$ cat src/shared/dcw_defs.svh
`ifndef DCW_DEFS_SVH
`define DCW_DEFS_SVH

// command word bit positions
`define CMD_RAMP_STOP_BIT 0
`define CMD_COAST_STOP_BIT 1
`define CMD_QUICK_STOP_BIT 2
`define CMD_RUN_PERMIT_BIT 3
`define CMD_RAMP_OUT_BIT 4
`define CMD_FAULT_RESET_BIT 7
// status word bit positions
`define STS_RDY_ON_BIT 0
`define STS_RDY_RUN_BIT 1
`define STS_OP_EN_BIT 2
`define STS_FAULT_BIT 3
`define STS_COAST_OFF_BIT 4
`define STS_QUICK_OFF_BIT 5
`define STS_INHIBIT_BIT 6
// reset values
`define CMD_WORD_RESET 16'h0000
// stop timing, deceleration step per clock on the ramp output
`define QUICK_STOP_STEP 16'h0010
`define RAMP_STOP_STEP 16'h0001
// profile selector encodings
`define PROFILE_STD 2'h0
`define PROFILE_PASS16 2'h1
`define PROFILE_PASS32 2'h2

`endif

$ cat src/shared/dcw_pkg.sv
`default_nettype none
package dcw_pkg;
    typedef enum logic [1:0] {
        prof_std,
        prof_pass16,
        prof_pass32,
        prof_rsvd
    } profile_t;

    // three words handed to and from the drive core
    typedef struct packed {
        logic [15:0] cmd;
        logic [15:0] ref1;
        logic [15:0] ref2;
    } drive_out_t;

    typedef struct packed {
        logic [15:0] status;
        logic [15:0] act1;
        logic [15:0] act2;
    } drive_in_t;
endpackage : dcw_pkg
`default_nettype wire

$ cat src/rtl/drive_control_word_decoder.sv
`timescale 1ns/1ps
`default_nettype none
`include "dcw_defs.svh"
module drive_control_word_decoder (
    input wire logic core_clk,
    input wire logic rst_n,
    // client side register writes
    input wire logic cmd_wr,
    input wire logic [15:0] cmd_wdata,
    input wire logic ref1_wr,
    input wire logic [15:0] ref1_wdata,
    input wire logic ref2_wr,
    input wire logic [15:0] ref2_wdata,
    // configuration
    input wire dcw_pkg::profile_t profile_sel,
    input wire logic [1:0] map_sel,
    input wire logic run_permit_from_bus,
    input wire logic run_permit_ext,
    input wire logic [15:0] primary_setpoint_full_scale,
    input wire logic [15:0] secondary_setpoint_full_scale,
    input wire logic [15:0] setpoint_floor,
    input wire logic setpoint_floor_en,
    input wire logic [1:0] actual_sel,
    // drive side
    input wire logic fault_in,
    input wire logic [15:0] actual_a,
    input wire logic [15:0] actual_b,
    input wire logic [15:0] actual_c,
    input wire logic [15:0] actual_d,
    input wire dcw_pkg::drive_in_t drive_native_in,
    output dcw_pkg::drive_out_t drive_native_format,
    output logic [15:0] status_word,
    output logic [15:0] actual_word,
    output logic [15:0] ramp_out,
    output logic [1:0] map_active,
    output logic ramp_stop_cmd,
    output logic coast_stop_cmd,
    output logic quick_stop_cmd
);
    import dcw_pkg::*;

    typedef enum logic [2:0] {
        st_inhibit,
        st_rdy_on,
        st_rdy_run,
        st_op_en,
        st_ramp_stop,
        st_coast_stop,
        st_quick_stop,
        st_fault
    } drive_state_t;

    drive_state_t state_q, state_d;
    logic [15:0] cmd_q;
    logic [15:0] ref1_q;
    logic [15:0] ref2_q;
    logic reset_bit_q;
    logic fault_s1_q, fault_s2_q;
    logic [15:0] ramp_q, ramp_d;
    logic [15:0] ref1_scaled, ref2_scaled;
    logic [15:0] status_d;
    logic [15:0] actual_d_w;
    logic run_permit;
    logic fault_reset;
    drive_out_t native_d;

    // decoded stop requests, active low in the command word
    function automatic logic stop_req(input logic [15:0] w, input int b);
        return ~w[b];
    endfunction : stop_req

    // the external fault comes from another domain, so synchronise it
    always_ff @(posedge core_clk) begin
        if (!rst_n) begin
            fault_s1_q <= 1'b0;
            fault_s2_q <= 1'b0;
        end else begin
            fault_s1_q <= fault_in;
            fault_s2_q <= fault_s1_q;
        end
    end

    // client writes land in the word registers
    always_ff @(posedge core_clk) begin
        if (!rst_n) begin
            cmd_q <= `CMD_WORD_RESET;
            ref1_q <= 16'h0000;
            ref2_q <= 16'h0000;
        end else begin
            if (cmd_wr) cmd_q <= cmd_wdata;
            if (ref1_wr) ref1_q <= ref1_wdata;
            if (ref2_wr) ref2_q <= ref2_wdata;
        end
    end

    // previous reset bit for edge detection
    always_ff @(posedge core_clk) begin
        if (!rst_n) reset_bit_q <= 1'b0;
        else reset_bit_q <= cmd_q[`CMD_FAULT_RESET_BIT];
    end

    assign fault_reset = cmd_q[`CMD_FAULT_RESET_BIT] & ~reset_bit_q;
    // run permit from the bus bit or an external source
    assign run_permit = run_permit_from_bus ? cmd_q[`CMD_RUN_PERMIT_BIT] : run_permit_ext;

    // drive state machine
    always_comb begin
        state_d = state_q;
        case (state_q)
            st_fault: begin
                if (fault_reset && !fault_s2_q) state_d = st_inhibit;
            end
            st_coast_stop: begin
                if (ramp_q == 16'h0000) state_d = st_inhibit;
            end
            st_quick_stop: begin
                if (ramp_q == 16'h0000) state_d = st_inhibit;
            end
            st_ramp_stop: begin
                if (stop_req(cmd_q, `CMD_COAST_STOP_BIT)) state_d = st_coast_stop;
                else if (stop_req(cmd_q, `CMD_QUICK_STOP_BIT)) state_d = st_quick_stop;
                else if (ramp_q == 16'h0000) state_d = st_rdy_on;
            end
            st_inhibit: begin
                // leave only once coast and quick stop are released and bit 0 is low
                if (!stop_req(cmd_q, `CMD_COAST_STOP_BIT) &&
                    !stop_req(cmd_q, `CMD_QUICK_STOP_BIT) &&
                    stop_req(cmd_q, `CMD_RAMP_STOP_BIT)) state_d = st_rdy_on;
            end
            st_rdy_on: begin
                if (stop_req(cmd_q, `CMD_COAST_STOP_BIT) ||
                    stop_req(cmd_q, `CMD_QUICK_STOP_BIT)) state_d = st_inhibit;
                else if (!stop_req(cmd_q, `CMD_RAMP_STOP_BIT)) state_d = st_rdy_run;
            end
            st_rdy_run, st_op_en: begin
                if (stop_req(cmd_q, `CMD_COAST_STOP_BIT)) state_d = st_coast_stop;
                else if (stop_req(cmd_q, `CMD_QUICK_STOP_BIT)) state_d = st_quick_stop;
                else if (stop_req(cmd_q, `CMD_RAMP_STOP_BIT)) state_d = st_ramp_stop;
                else if (cmd_q[`CMD_RUN_PERMIT_BIT] && run_permit) state_d = st_op_en;
                else state_d = st_rdy_run;
            end
            default: state_d = st_inhibit;
        endcase
        // a live fault overrides every other state
        if (fault_s2_q) state_d = st_fault;
    end

    always_ff @(posedge core_clk) begin
        if (!rst_n) state_q <= st_inhibit;
        else state_q <= state_d;
    end

    // scaled references against the configured maxima
    ref_scaler u_ref1 (
        .word_in(ref1_q),
        .full_scale(primary_setpoint_full_scale),
        .floor_mag(setpoint_floor),
        .floor_en(setpoint_floor_en),
        .word_out(ref1_scaled)
    );
    ref_scaler u_ref2 (
        .word_in(ref2_q),
        .full_scale(secondary_setpoint_full_scale),
        .floor_mag(setpoint_floor),
        .floor_en(setpoint_floor_en),
        .word_out(ref2_scaled)
    );

    // ramp output walks toward the reference, stepping down in ramp and quick stop, dropping at once in coast stop
    always_comb begin
        ramp_d = ramp_q;
        case (state_q)
            st_coast_stop, st_fault: ramp_d = 16'h0000; // coast drops torque at once
            st_quick_stop: begin
                ramp_d = (ramp_q > `QUICK_STOP_STEP) ? ramp_q - `QUICK_STOP_STEP : 16'h0000;
            end
            st_ramp_stop: begin
                ramp_d = (ramp_q != 16'h0000) ? ramp_q - `RAMP_STOP_STEP : 16'h0000;
            end
            st_op_en: begin
                if (!cmd_q[`CMD_RAMP_OUT_BIT]) begin
                    // forced to zero, ramp down so current limits hold
                    ramp_d = (ramp_q != 16'h0000) ? ramp_q - `RAMP_STOP_STEP : 16'h0000;
                end else if (ramp_q < ref1_scaled) begin
                    ramp_d = ramp_q + `RAMP_STOP_STEP;
                end else if (ramp_q > ref1_scaled) begin
                    ramp_d = ramp_q - `RAMP_STOP_STEP;
                end
            end
            default: ramp_d = 16'h0000; // inhibited states hold no output
        endcase
    end

    always_ff @(posedge core_clk) begin
        if (!rst_n) ramp_q <= 16'h0000;
        else ramp_q <= ramp_d;
    end

    // status word from state, with the coast and quick stop off bits taken from the command word
    always_comb begin
        status_d = 16'h0000;
        status_d[`STS_RDY_ON_BIT] = (state_q == st_rdy_on) || (state_q == st_rdy_run) ||
                                    (state_q == st_op_en);
        status_d[`STS_RDY_RUN_BIT] = (state_q == st_rdy_run) || (state_q == st_op_en);
        status_d[`STS_OP_EN_BIT] = (state_q == st_op_en);
        status_d[`STS_FAULT_BIT] = (state_q == st_fault);
        status_d[`STS_COAST_OFF_BIT] = ~stop_req(cmd_q, `CMD_COAST_STOP_BIT);
        status_d[`STS_QUICK_OFF_BIT] = ~stop_req(cmd_q, `CMD_QUICK_STOP_BIT);
        status_d[`STS_INHIBIT_BIT] = (state_q == st_inhibit);
    end

    // actual value quantity selected by configuration
    always_comb begin
        case (actual_sel)
            2'h0: actual_d_w = actual_a;
            2'h1: actual_d_w = actual_b;
            2'h2: actual_d_w = actual_c;
            default: actual_d_w = actual_d;
        endcase
    end

    // profile handling: convert in standard, forward in pass-through
    always_comb begin
        case (profile_sel)
            prof_std: native_d = '{cmd: cmd_q, ref1: ref1_scaled, ref2: ref2_scaled};
            prof_pass16, prof_pass32: native_d = '{cmd: cmd_q, ref1: ref1_q, ref2: ref2_q};
            default: native_d = '{cmd: cmd_q, ref1: ref1_q, ref2: ref2_q};
        endcase
    end

    // registered outputs
    always_ff @(posedge core_clk) begin
        if (!rst_n) begin
            drive_native_format <= '0;
            status_word <= 16'h0000;
            actual_word <= 16'h0000;
            map_active <= 2'h0;
            ramp_out <= 16'h0000;
            ramp_stop_cmd <= 1'b0;
            coast_stop_cmd <= 1'b0;
            quick_stop_cmd <= 1'b0;
        end else begin
            drive_native_format <= native_d;
            // standard profile returns own status, pass-through the drive's
            status_word <= (profile_sel == prof_std) ? status_d : drive_native_in.status;
            actual_word <= (profile_sel == prof_std) ? actual_d_w : drive_native_in.act1;
            map_active <= map_sel;
            ramp_out <= ramp_q;
            ramp_stop_cmd <= (state_q == st_ramp_stop);
            coast_stop_cmd <= (state_q == st_coast_stop);
            quick_stop_cmd <= (state_q == st_quick_stop);
        end
    end
endmodule : drive_control_word_decoder
`default_nettype wire

$ cat src/rtl/ref_scaler.sv
`timescale 1ns/1ps
`default_nettype none
// signed linear scaling of a 16-bit word against a full-scale value
module ref_scaler (
    input wire logic [15:0] word_in,
    input wire logic [15:0] full_scale,
    input wire logic [15:0] floor_mag,
    input wire logic floor_en,
    output logic [15:0] word_out
);
    logic neg;
    logic [14:0] mag;
    logic [30:0] prod;
    logic [15:0] scaled;
    logic [15:0] clamped;

    // sign plus 15-bit magnitude; negatives arrive as two's complement
    assign neg = word_in[15];
    assign mag = neg ? 15'(-word_in) : word_in[14:0];
    // magnitude times full scale over 2^14 keeps 20000-style spans linear
    assign prod = 31'(mag) * 31'(full_scale[14:0]);
    // spans above 0x4000 can carry past 15 bits; saturate rather than wrap the sign
    assign scaled = prod[29] ? 16'h7FFF : {1'b0, prod[28:14]};
    // minimum reference clamp only applies on magnitude
    assign clamped = (floor_en && mag != 15'h0000 && scaled < floor_mag) ? floor_mag : scaled;
    assign word_out = neg ? 16'(-clamped) : clamped;
endmodule : ref_scaler
`default_nettype wire

$ cat config.mk
export PLATFORM = sky130hd
export DESIGN_NAME = drive_control_word_decoder
export DESIGN_NICKNAME = d
export VERILOG_FILES = /design/src/shared/dcw_pkg.sv /design/src/rtl/drive_control_word_decoder.sv /design/src/rtl/ref_scaler.sv
export VERILOG_INCLUDE_DIRS = /design/src /design/src/shared
export SDC_FILE = /design/constraint.sdc
export NUM_CORES = 2
export LEC_CHECK = 0
export BUFFER_PORTS_ARGS = -buffer_cell sky130_fd_sc_hd__buf_2
export CAP_MARGIN = 40
export CORE_ASPECT_RATIO = 0.75
export CORE_MARGIN = 2
export CORE_UTILIZATION = 50
export DETAILED_ROUTE_END_ITERATION = 6
export PLACE_DENSITY = 0.7
export SYNTH_ARGS = -nofsm -noshare
export SYNTH_HDL_FRONTEND = slang
export SYNTH_SLANG_ARGS = --single-unit
$ cat constraint.sdc
create_clock -name core_clk -period 15.68 [get_ports core_clk]
set_input_delay 2.352 -clock core_clk [delete_from_list [all_inputs] [get_ports core_clk]]
set_output_delay 2.352 -clock core_clk [all_outputs]
set_load 0.02 [all_outputs]
* Yosys cells after proc, flatten, opt, wreduce, memory -nomap -nowiden *
Index checks and enable logic that the tools add are counted.

operators by class
  equal/unequal tests = 15
  reduce and logical (&&, ||, !) cells = 24
  $mul = 2
  muxes and demuxes = 33
  $add $sub $neg = 7
  magnitude comparators = 5
  bitwise gates (word level) = 6

operators by type and width
  kind                                                                   number
  16-bit 2-to-1 mux                                                      10
  16-bit case mux with 3 select lines                                    2
  15-bit by 15-bit multiplier with 30-bit output                         2
  15-bit 2-to-1 mux                                                      4
  16-bit < comparator                                                    3
  3-bit 2-to-1 mux                                                       12
  32-bit 2-to-1 mux                                                      1
  16-bit negator                                                         2
  15-bit negator                                                         2
  15-bit nonzero test                                                    2
  3-bit case mux with 6 select lines                                     1
  16-bit by 1-bit adder with 16-bit output, second input constant        1
  16-bit > comparator                                                    1
  16-bit by 5-bit > comparator with 1-bit output, second input constant  1
  16-bit zero test                                                       1
  16-bit nonzero test                                                    1
  16-bit by 1-bit subtractor with 16-bit output, second input constant   1
  16-bit by 5-bit subtractor with 16-bit output, second input constant   1
  3-bit == test, second input constant                                   4
  1-bit logical AND                                                      8
  7-bit 2-to-1 mux                                                       1
  3-bit by 2-bit == test with 1-bit output, second input constant        2
  3-bit by 2-bit != test with 1-bit output, second input constant        2
  2-bit OR reduction                                                     3
  other kinds (15)                                                       24

storage, ports and cells
  input port bits = 223
  output and inout bits = 101
  word-level logic and storage cells = 111
  bits in registers = 171

* Depth between registers and ports, before layout *
  depth after elaboration = 14
  mapped depth = 58
  mapped depth without buffers = 52

* Cells and area by module *
Synthesis repeated with hierarchy kept, for this count alone.

unflattened totals
  cell total of the unflattened synthesis = 2984
  area, all modules = 25919.9 µm²

modules (own cells, without submodules)
  module                      seq. area each (µm²)  cells an instance  area each (µm²)  times used
  ref_scaler (u_ref1)         0.0                   1110               9156.3           1
  ref_scaler (u_ref2)         0.0                   1106               9071.2           1
  drive_control_word_decoder  3403.3                768                7692.4           1

* Worst setup path before layout *
OpenSTA, ideal clock, no wires.

  kind = input to register
  from = in primary_setpoint_full_scale[0]
  to = reg ramp_q[15]
  setup slack = 1496 ps
  required time = 15619 ps
  cell stages on the path = 47
  library setup time = 61 ps
  data arrival time = 14123 ps
  path buffers = 5
  path through = clkbuf_1 > and2_1 > fa_1 > inv_1 > fa_1 > inv_1 > fa_1 > fa_1 > fa_1 > inv_1 > fa_1 > inv_1 > ha_1 > clkbuf_1 > a21oi_1 > o21ai_0 > a211oi_1 > o32ai_1 > [11 not listed] > buf_2 > buf_1 > a21oi_1 > ha_1 > inv_1 > or3_4 > o311ai_2 > xnor2_1 > ha_1 > a21o_1 > a21oi_1 > nor2_1 > a2111oi_1 > a311oi_1 > nor3b_1 > nand3_1 > mux2i_1 > a221o_1

between the ends
  longest elaborated chain between the ends = 11
  elaborated cells between the ends (all ways) = 13
  classes of those cells = 1 x add/sub; 1 x mul; 3 x order compare; 1 x eq/ne; 6 x mux; 1 x reduce/logical

ends and longest elaborated chain
  element                                           RTL line                           text
  from (decl)                                       drive_control_word_decoder.sv:19   input wire logic [15:0] primary_setpoint_full_scale,
  15-bit by 15-bit multiplier with 30-bit output *  ref_scaler.sv:21                   assign prod = 31'(mag) * 31'(full_scale[14:0]);
  15-bit 2-to-1 mux *                               ref_scaler.sv:23                   assign scaled = prod[29] ? 16'h7FFF : {1'b0, prod[28:14]};
  16-bit < comparator                               ref_scaler.sv:25                   assign clamped = (floor_en && mag != 15'h0000 && scaled < floor_mag) ? floor_mag : scaled;
  1-bit logical AND                                 ref_scaler.sv:25
  16-bit 2-to-1 mux *                               ref_scaler.sv:25
  16-bit negator                                    ref_scaler.sv:26                   assign word_out = neg ? 16'(-clamped) : clamped;
  16-bit 2-to-1 mux *                               ref_scaler.sv:26
  16-bit < comparator                               drive_control_word_decoder.sv:184  end else if (ramp_q < ref1_scaled) begin
  16-bit 2-to-1 mux                                 drive_control_word_decoder.sv:184
  16-bit 2-to-1 mux                                 drive_control_word_decoder.sv:181  if (!cmd_q[`CMD_RAMP_OUT_BIT]) begin
  16-bit case mux with 3 select lines               drive_control_word_decoder.sv:172  case (state_q)
  to (signal assigned)                              drive_control_word_decoder.sv:196  else ramp_q <= ramp_d;
  to (decl)                                         drive_control_word_decoder.sv:59   logic [15:0] ramp_q, ramp_d;

Mark *: on every way between the ends. The rest lies on a longest branch, timed or not.
A chain may end at the register's enable or synchronous reset.

* Final worst setup path *
  from = in primary_setpoint_full_scale[0]
  to = reg ramp_q[2]

Same word-level chain as after synthesis.

==> impl_metrics.tcl <==
set metrics [dict create \
    status "completed" \
    critical_path_class "in -> reg" \
    die-area_sq_um 53100 \
    multiInputGateArea_sq_um 20100 \
    yosys.cell_types.count 95 \
    num_io_pins 324 \
    rsz0062_at_grt "false" \
    ys_seq_area_share_pct 13.3 \
    setup_viol 0 \
    io_buffer_count 305 \
    place_ws_ns 0.215 \
    cp_max_fo 21 \
    htree_num_levels 4 \
    p_seq_share_pct 7.5 \
    drtPass1Iterations 5 \
    crit_family "compound AO/OA/AOI/OAI gates" \
    leakagePower_nw 14.0 \
    hold_viol_final 0 \
    start_kind "input pin" \
    p_sw_mw 3.71 \
    synth-edff-count 0 \
    drt_iter0_drc 1780 \
    worstMarginPinSlew_ns 0.983 \
    layout.area.seq_sq_um 3400 \
    end_kind "register" \
    critPathArrivalTime_ns 15.27 \
    coreArea_sq_um 50400 \
    via_count 22800 \
    max_stage_delay_ns 0.77 \
    synth_top_area_share_pct 25.9 \
    intPower_mw 2.80 \
    setup_slack_ns 0.756 \
    track_usage_pct 29.3 \
    ant_nets 0 \
    via_per_inst 5.80 \
    switching_share_pct 57.0 \
    drv_slew 0 \
    tns_ns 0 \
    p_clk_share_pct 6.5 \
    num_rows 71 \
    drive_gt1_share_pct 14.6 \
    synth_seq_cells 170 \
    dp_hpwl_mm 62.3 \
    clk_pin_slew_ns 0.07 \
    yosysWarnings 0 \
    wl_per_cell_um 19.5 \
    grt_pass1_wl_mm 125 \
    numCtsBuffers 17 \
    avgSynthCellArea_sq_um 8.43 \
    cts_tree "done" \
    period_share_pct 95.2 \
    worst_ep_required_time_ns 16.02 \
    grt_max_degree 82 \
    cap_violations 0 \
    antenna_found_initial 11 \
    gp_congestion 0.934 \
    first_global_vias 23300 \
    overflow 0 \
    wirelength_mm 76.6 \
    cts_buffer_depth 2 \
    synthArstFlopShare_pct 0 \
    max_freq_ghz 0.0670 \
    synth_area_leaders "fa_1 (26%), dfxtp_1 (13%), ha_1 (12%)" \
    drc 0 \
    hold_class "reg -> reg" \
    die_w_um 266 \
    synth_area_leader_cell "fa_1" \
    crit_buf_inv 10 \
    chipHeight_um 200 \
    insertion_delay_ns 0.44 \
    fill_cells 4597 \
    nets 4039 \
    combPwrFrac_pct 86.0 \
    synthCells 3043 \
    cellPowerDensity_nw_per_um2 229 \
    final.setup_skew_ns 0.0100 \
    netlist_area_sq_um 25600 \
    peakVddDrop_mv 0.214 \
    slowest_stage "or4_1" \
    clockRootBuffer "clkbuf_16" \
    min_period_ns 14.92 \
    initial_utilization_pct 50.9 \
    synth_ff_type "dfxtp_1" \
    cts.sinks 170 \
    postSynthNetCount 3834 \
    slew_headroom_pct 34.1 \
    area_growth_pct 10.6 \
]
[state kept, by name, indices dropped and copies added (netlist names), 16 cells and up]
register / flops
cmd_q: 16
drive_native_format: 48
actual_word: 16
ramp_q: 16
status_word: 16
ref2_q: 16
ref1_q: 16
ramp_out: 16
[power groups by stage]
stage          Combinational (mW)  Clock [mW]  Sequential [mW]
6_report                     5.60       0.425            0.486
5_1_grt                      6.23       0.450            0.489
4_1_cts                      5.48       0.431            0.486
3_5_place_dp                 5.44           0            0.495
3_3_place_gp                 5.29           0            0.496
2_1_floorplan                3.86           0            0.510
[final cells by class]
class	instances	area share [%]
Multi-Input combinational cell	2298	70.8
Sequential cell	170	12.0
Timing Repair Buffer	356	6.81
Inverter	405	5.37
Tap cell	657	2.90
Clock buffer	23	1.65
Clock inverter	9	0.401
Antenna cell	5	0.0441
[cell usage in the layout (no fill, tap or decap), types with 16 or more instances in the layout]
cell | netlist | layout
inv_1 | 404 | 404
nand2_1 | 386 | 386
fa_1 | 332 | 332
buf_2 | 11 | 305
and2_1 | 241 | 241
ha_1 | 236 | 236
nor2_1 | 174 | 173
dfxtp_1 | 170 | 170
a21oi_1 | 134 | 133
o21ai_0 | 83 | 83
mux2i_1 | 68 | 68
nand3_1 | 53 | 52
xnor2_1 | 55 | 49
buf_4 | 2 | 46
nor3_1 | 38 | 38
and3_1 | 35 | 35
nand4_1 | 29 | 29
a21o_1 | 29 | 29
a211oi_1 | 27 | 27
a31oi_1 | 23 | 23
o31ai_1 | 20 | 20
or2_2 | 19 | 19
nor2b_1 | 17 | 17
clkbuf_16 | 0 | 17
mux4_2 | 16 | 16
[worst register-to-register path: cells and delay by family (launching register included)]
family,cells,cell delay [ns]
xor+xnor,2,0.59
simple gates,8,3.06
buf+inv,9,1.01
compound gates,19,5.28
fa+ha+maj,10,4.34
flops,1,0.44
[worst paths after layout]
| check | startpoint | endpoint | slack, ns | cells past startpoint |
|---|---|---|---|---|
| setup / recovery | primary_setpoint_full_scale[0] | ramp_q[2] | 0.76 | 46 |
| hold / removal | fault_s1_q | fault_s2_q | 0.44 | 1 |
| setup reg to reg | ref1_q[4] | ramp_q[2] | 0.88 | 48 |
| hold reg to reg | fault_s1_q | fault_s2_q | 0.44 | 1 |
[metrics by stage]
step | utilization (%) | std cells | hold WS (ns) | power [mW] | instance area [sq um]
2_1_floorplan | - | 3043 | 0.412 | 4.37 | 25600
3_3_place_gp | 55.0 | 3879 | 0.422 | 5.78 | 27700
3_5_place_dp | 55.1 | 3883 | 0.423 | 5.93 | 27800
4_1_cts | 56.3 | 3915 | 0.442 | 6.40 | 28300
5_1_grt | 56.3 | 3922 | 0.455 | 7.17 | 28400
6_report | 56.3 | 3923 | 0.440 | 6.51 | 28400
[cell usage after synthesis (23+ instances only)]
| cell type | instances |
|---|---|
| fa_1 | 332 |
| inv_1 | 404 |
| and2_1 | 241 |
| a31oi_1 | 23 |
| a21o_1 | 29 |
| dfxtp_1 | 170 |
| a21oi_1 | 134 |
| o21ai_0 | 83 |
| nand2_1 | 386 |
| nand4_1 | 29 |
| xnor2_1 | 55 |
| nor2_1 | 174 |
| mux2i_1 | 68 |
| nand3_1 | 53 |
| a211oi_1 | 27 |
| nor3_1 | 38 |
| ha_1 | 236 |
| and3_1 | 35 |
| clkbuf_1 | 137 |
[cells by family (layout without fill, tap and decap cells)]
family	after synthesis	in the layout	synth area share, %
AOI/OAI and AO/OA	483	483	12.7
xor gates and xnor gates	66	66	2.25
adders and majority gates	568	568	37.4
buffers and inverters	575	793	8.59
DFF	170	170	13.3
muxes	94	94	4.54
other	0	5	0
and+or+nand+nor	1087	1087	21.2
[per-layer routing]
layer,track usage (%),wire length (um),vias up
met5,0,48,-
met4,7.69,1800,8
met3,6.82,6790,115
met2,45.1,33900,933
met1,41.5,34000,11200
li1,-,-,10500
[repair_timing]
item | 4_1_cts | 5_1_grt
endpoints found under the hold margin | 0 | 0
buffers inserted | 0 | 2
endpoints found under the setup margin | 0 | 9
gates resized for setup | 0 | 2
hold buffers | 0 | 0
(Power assumes the default switching activity.)
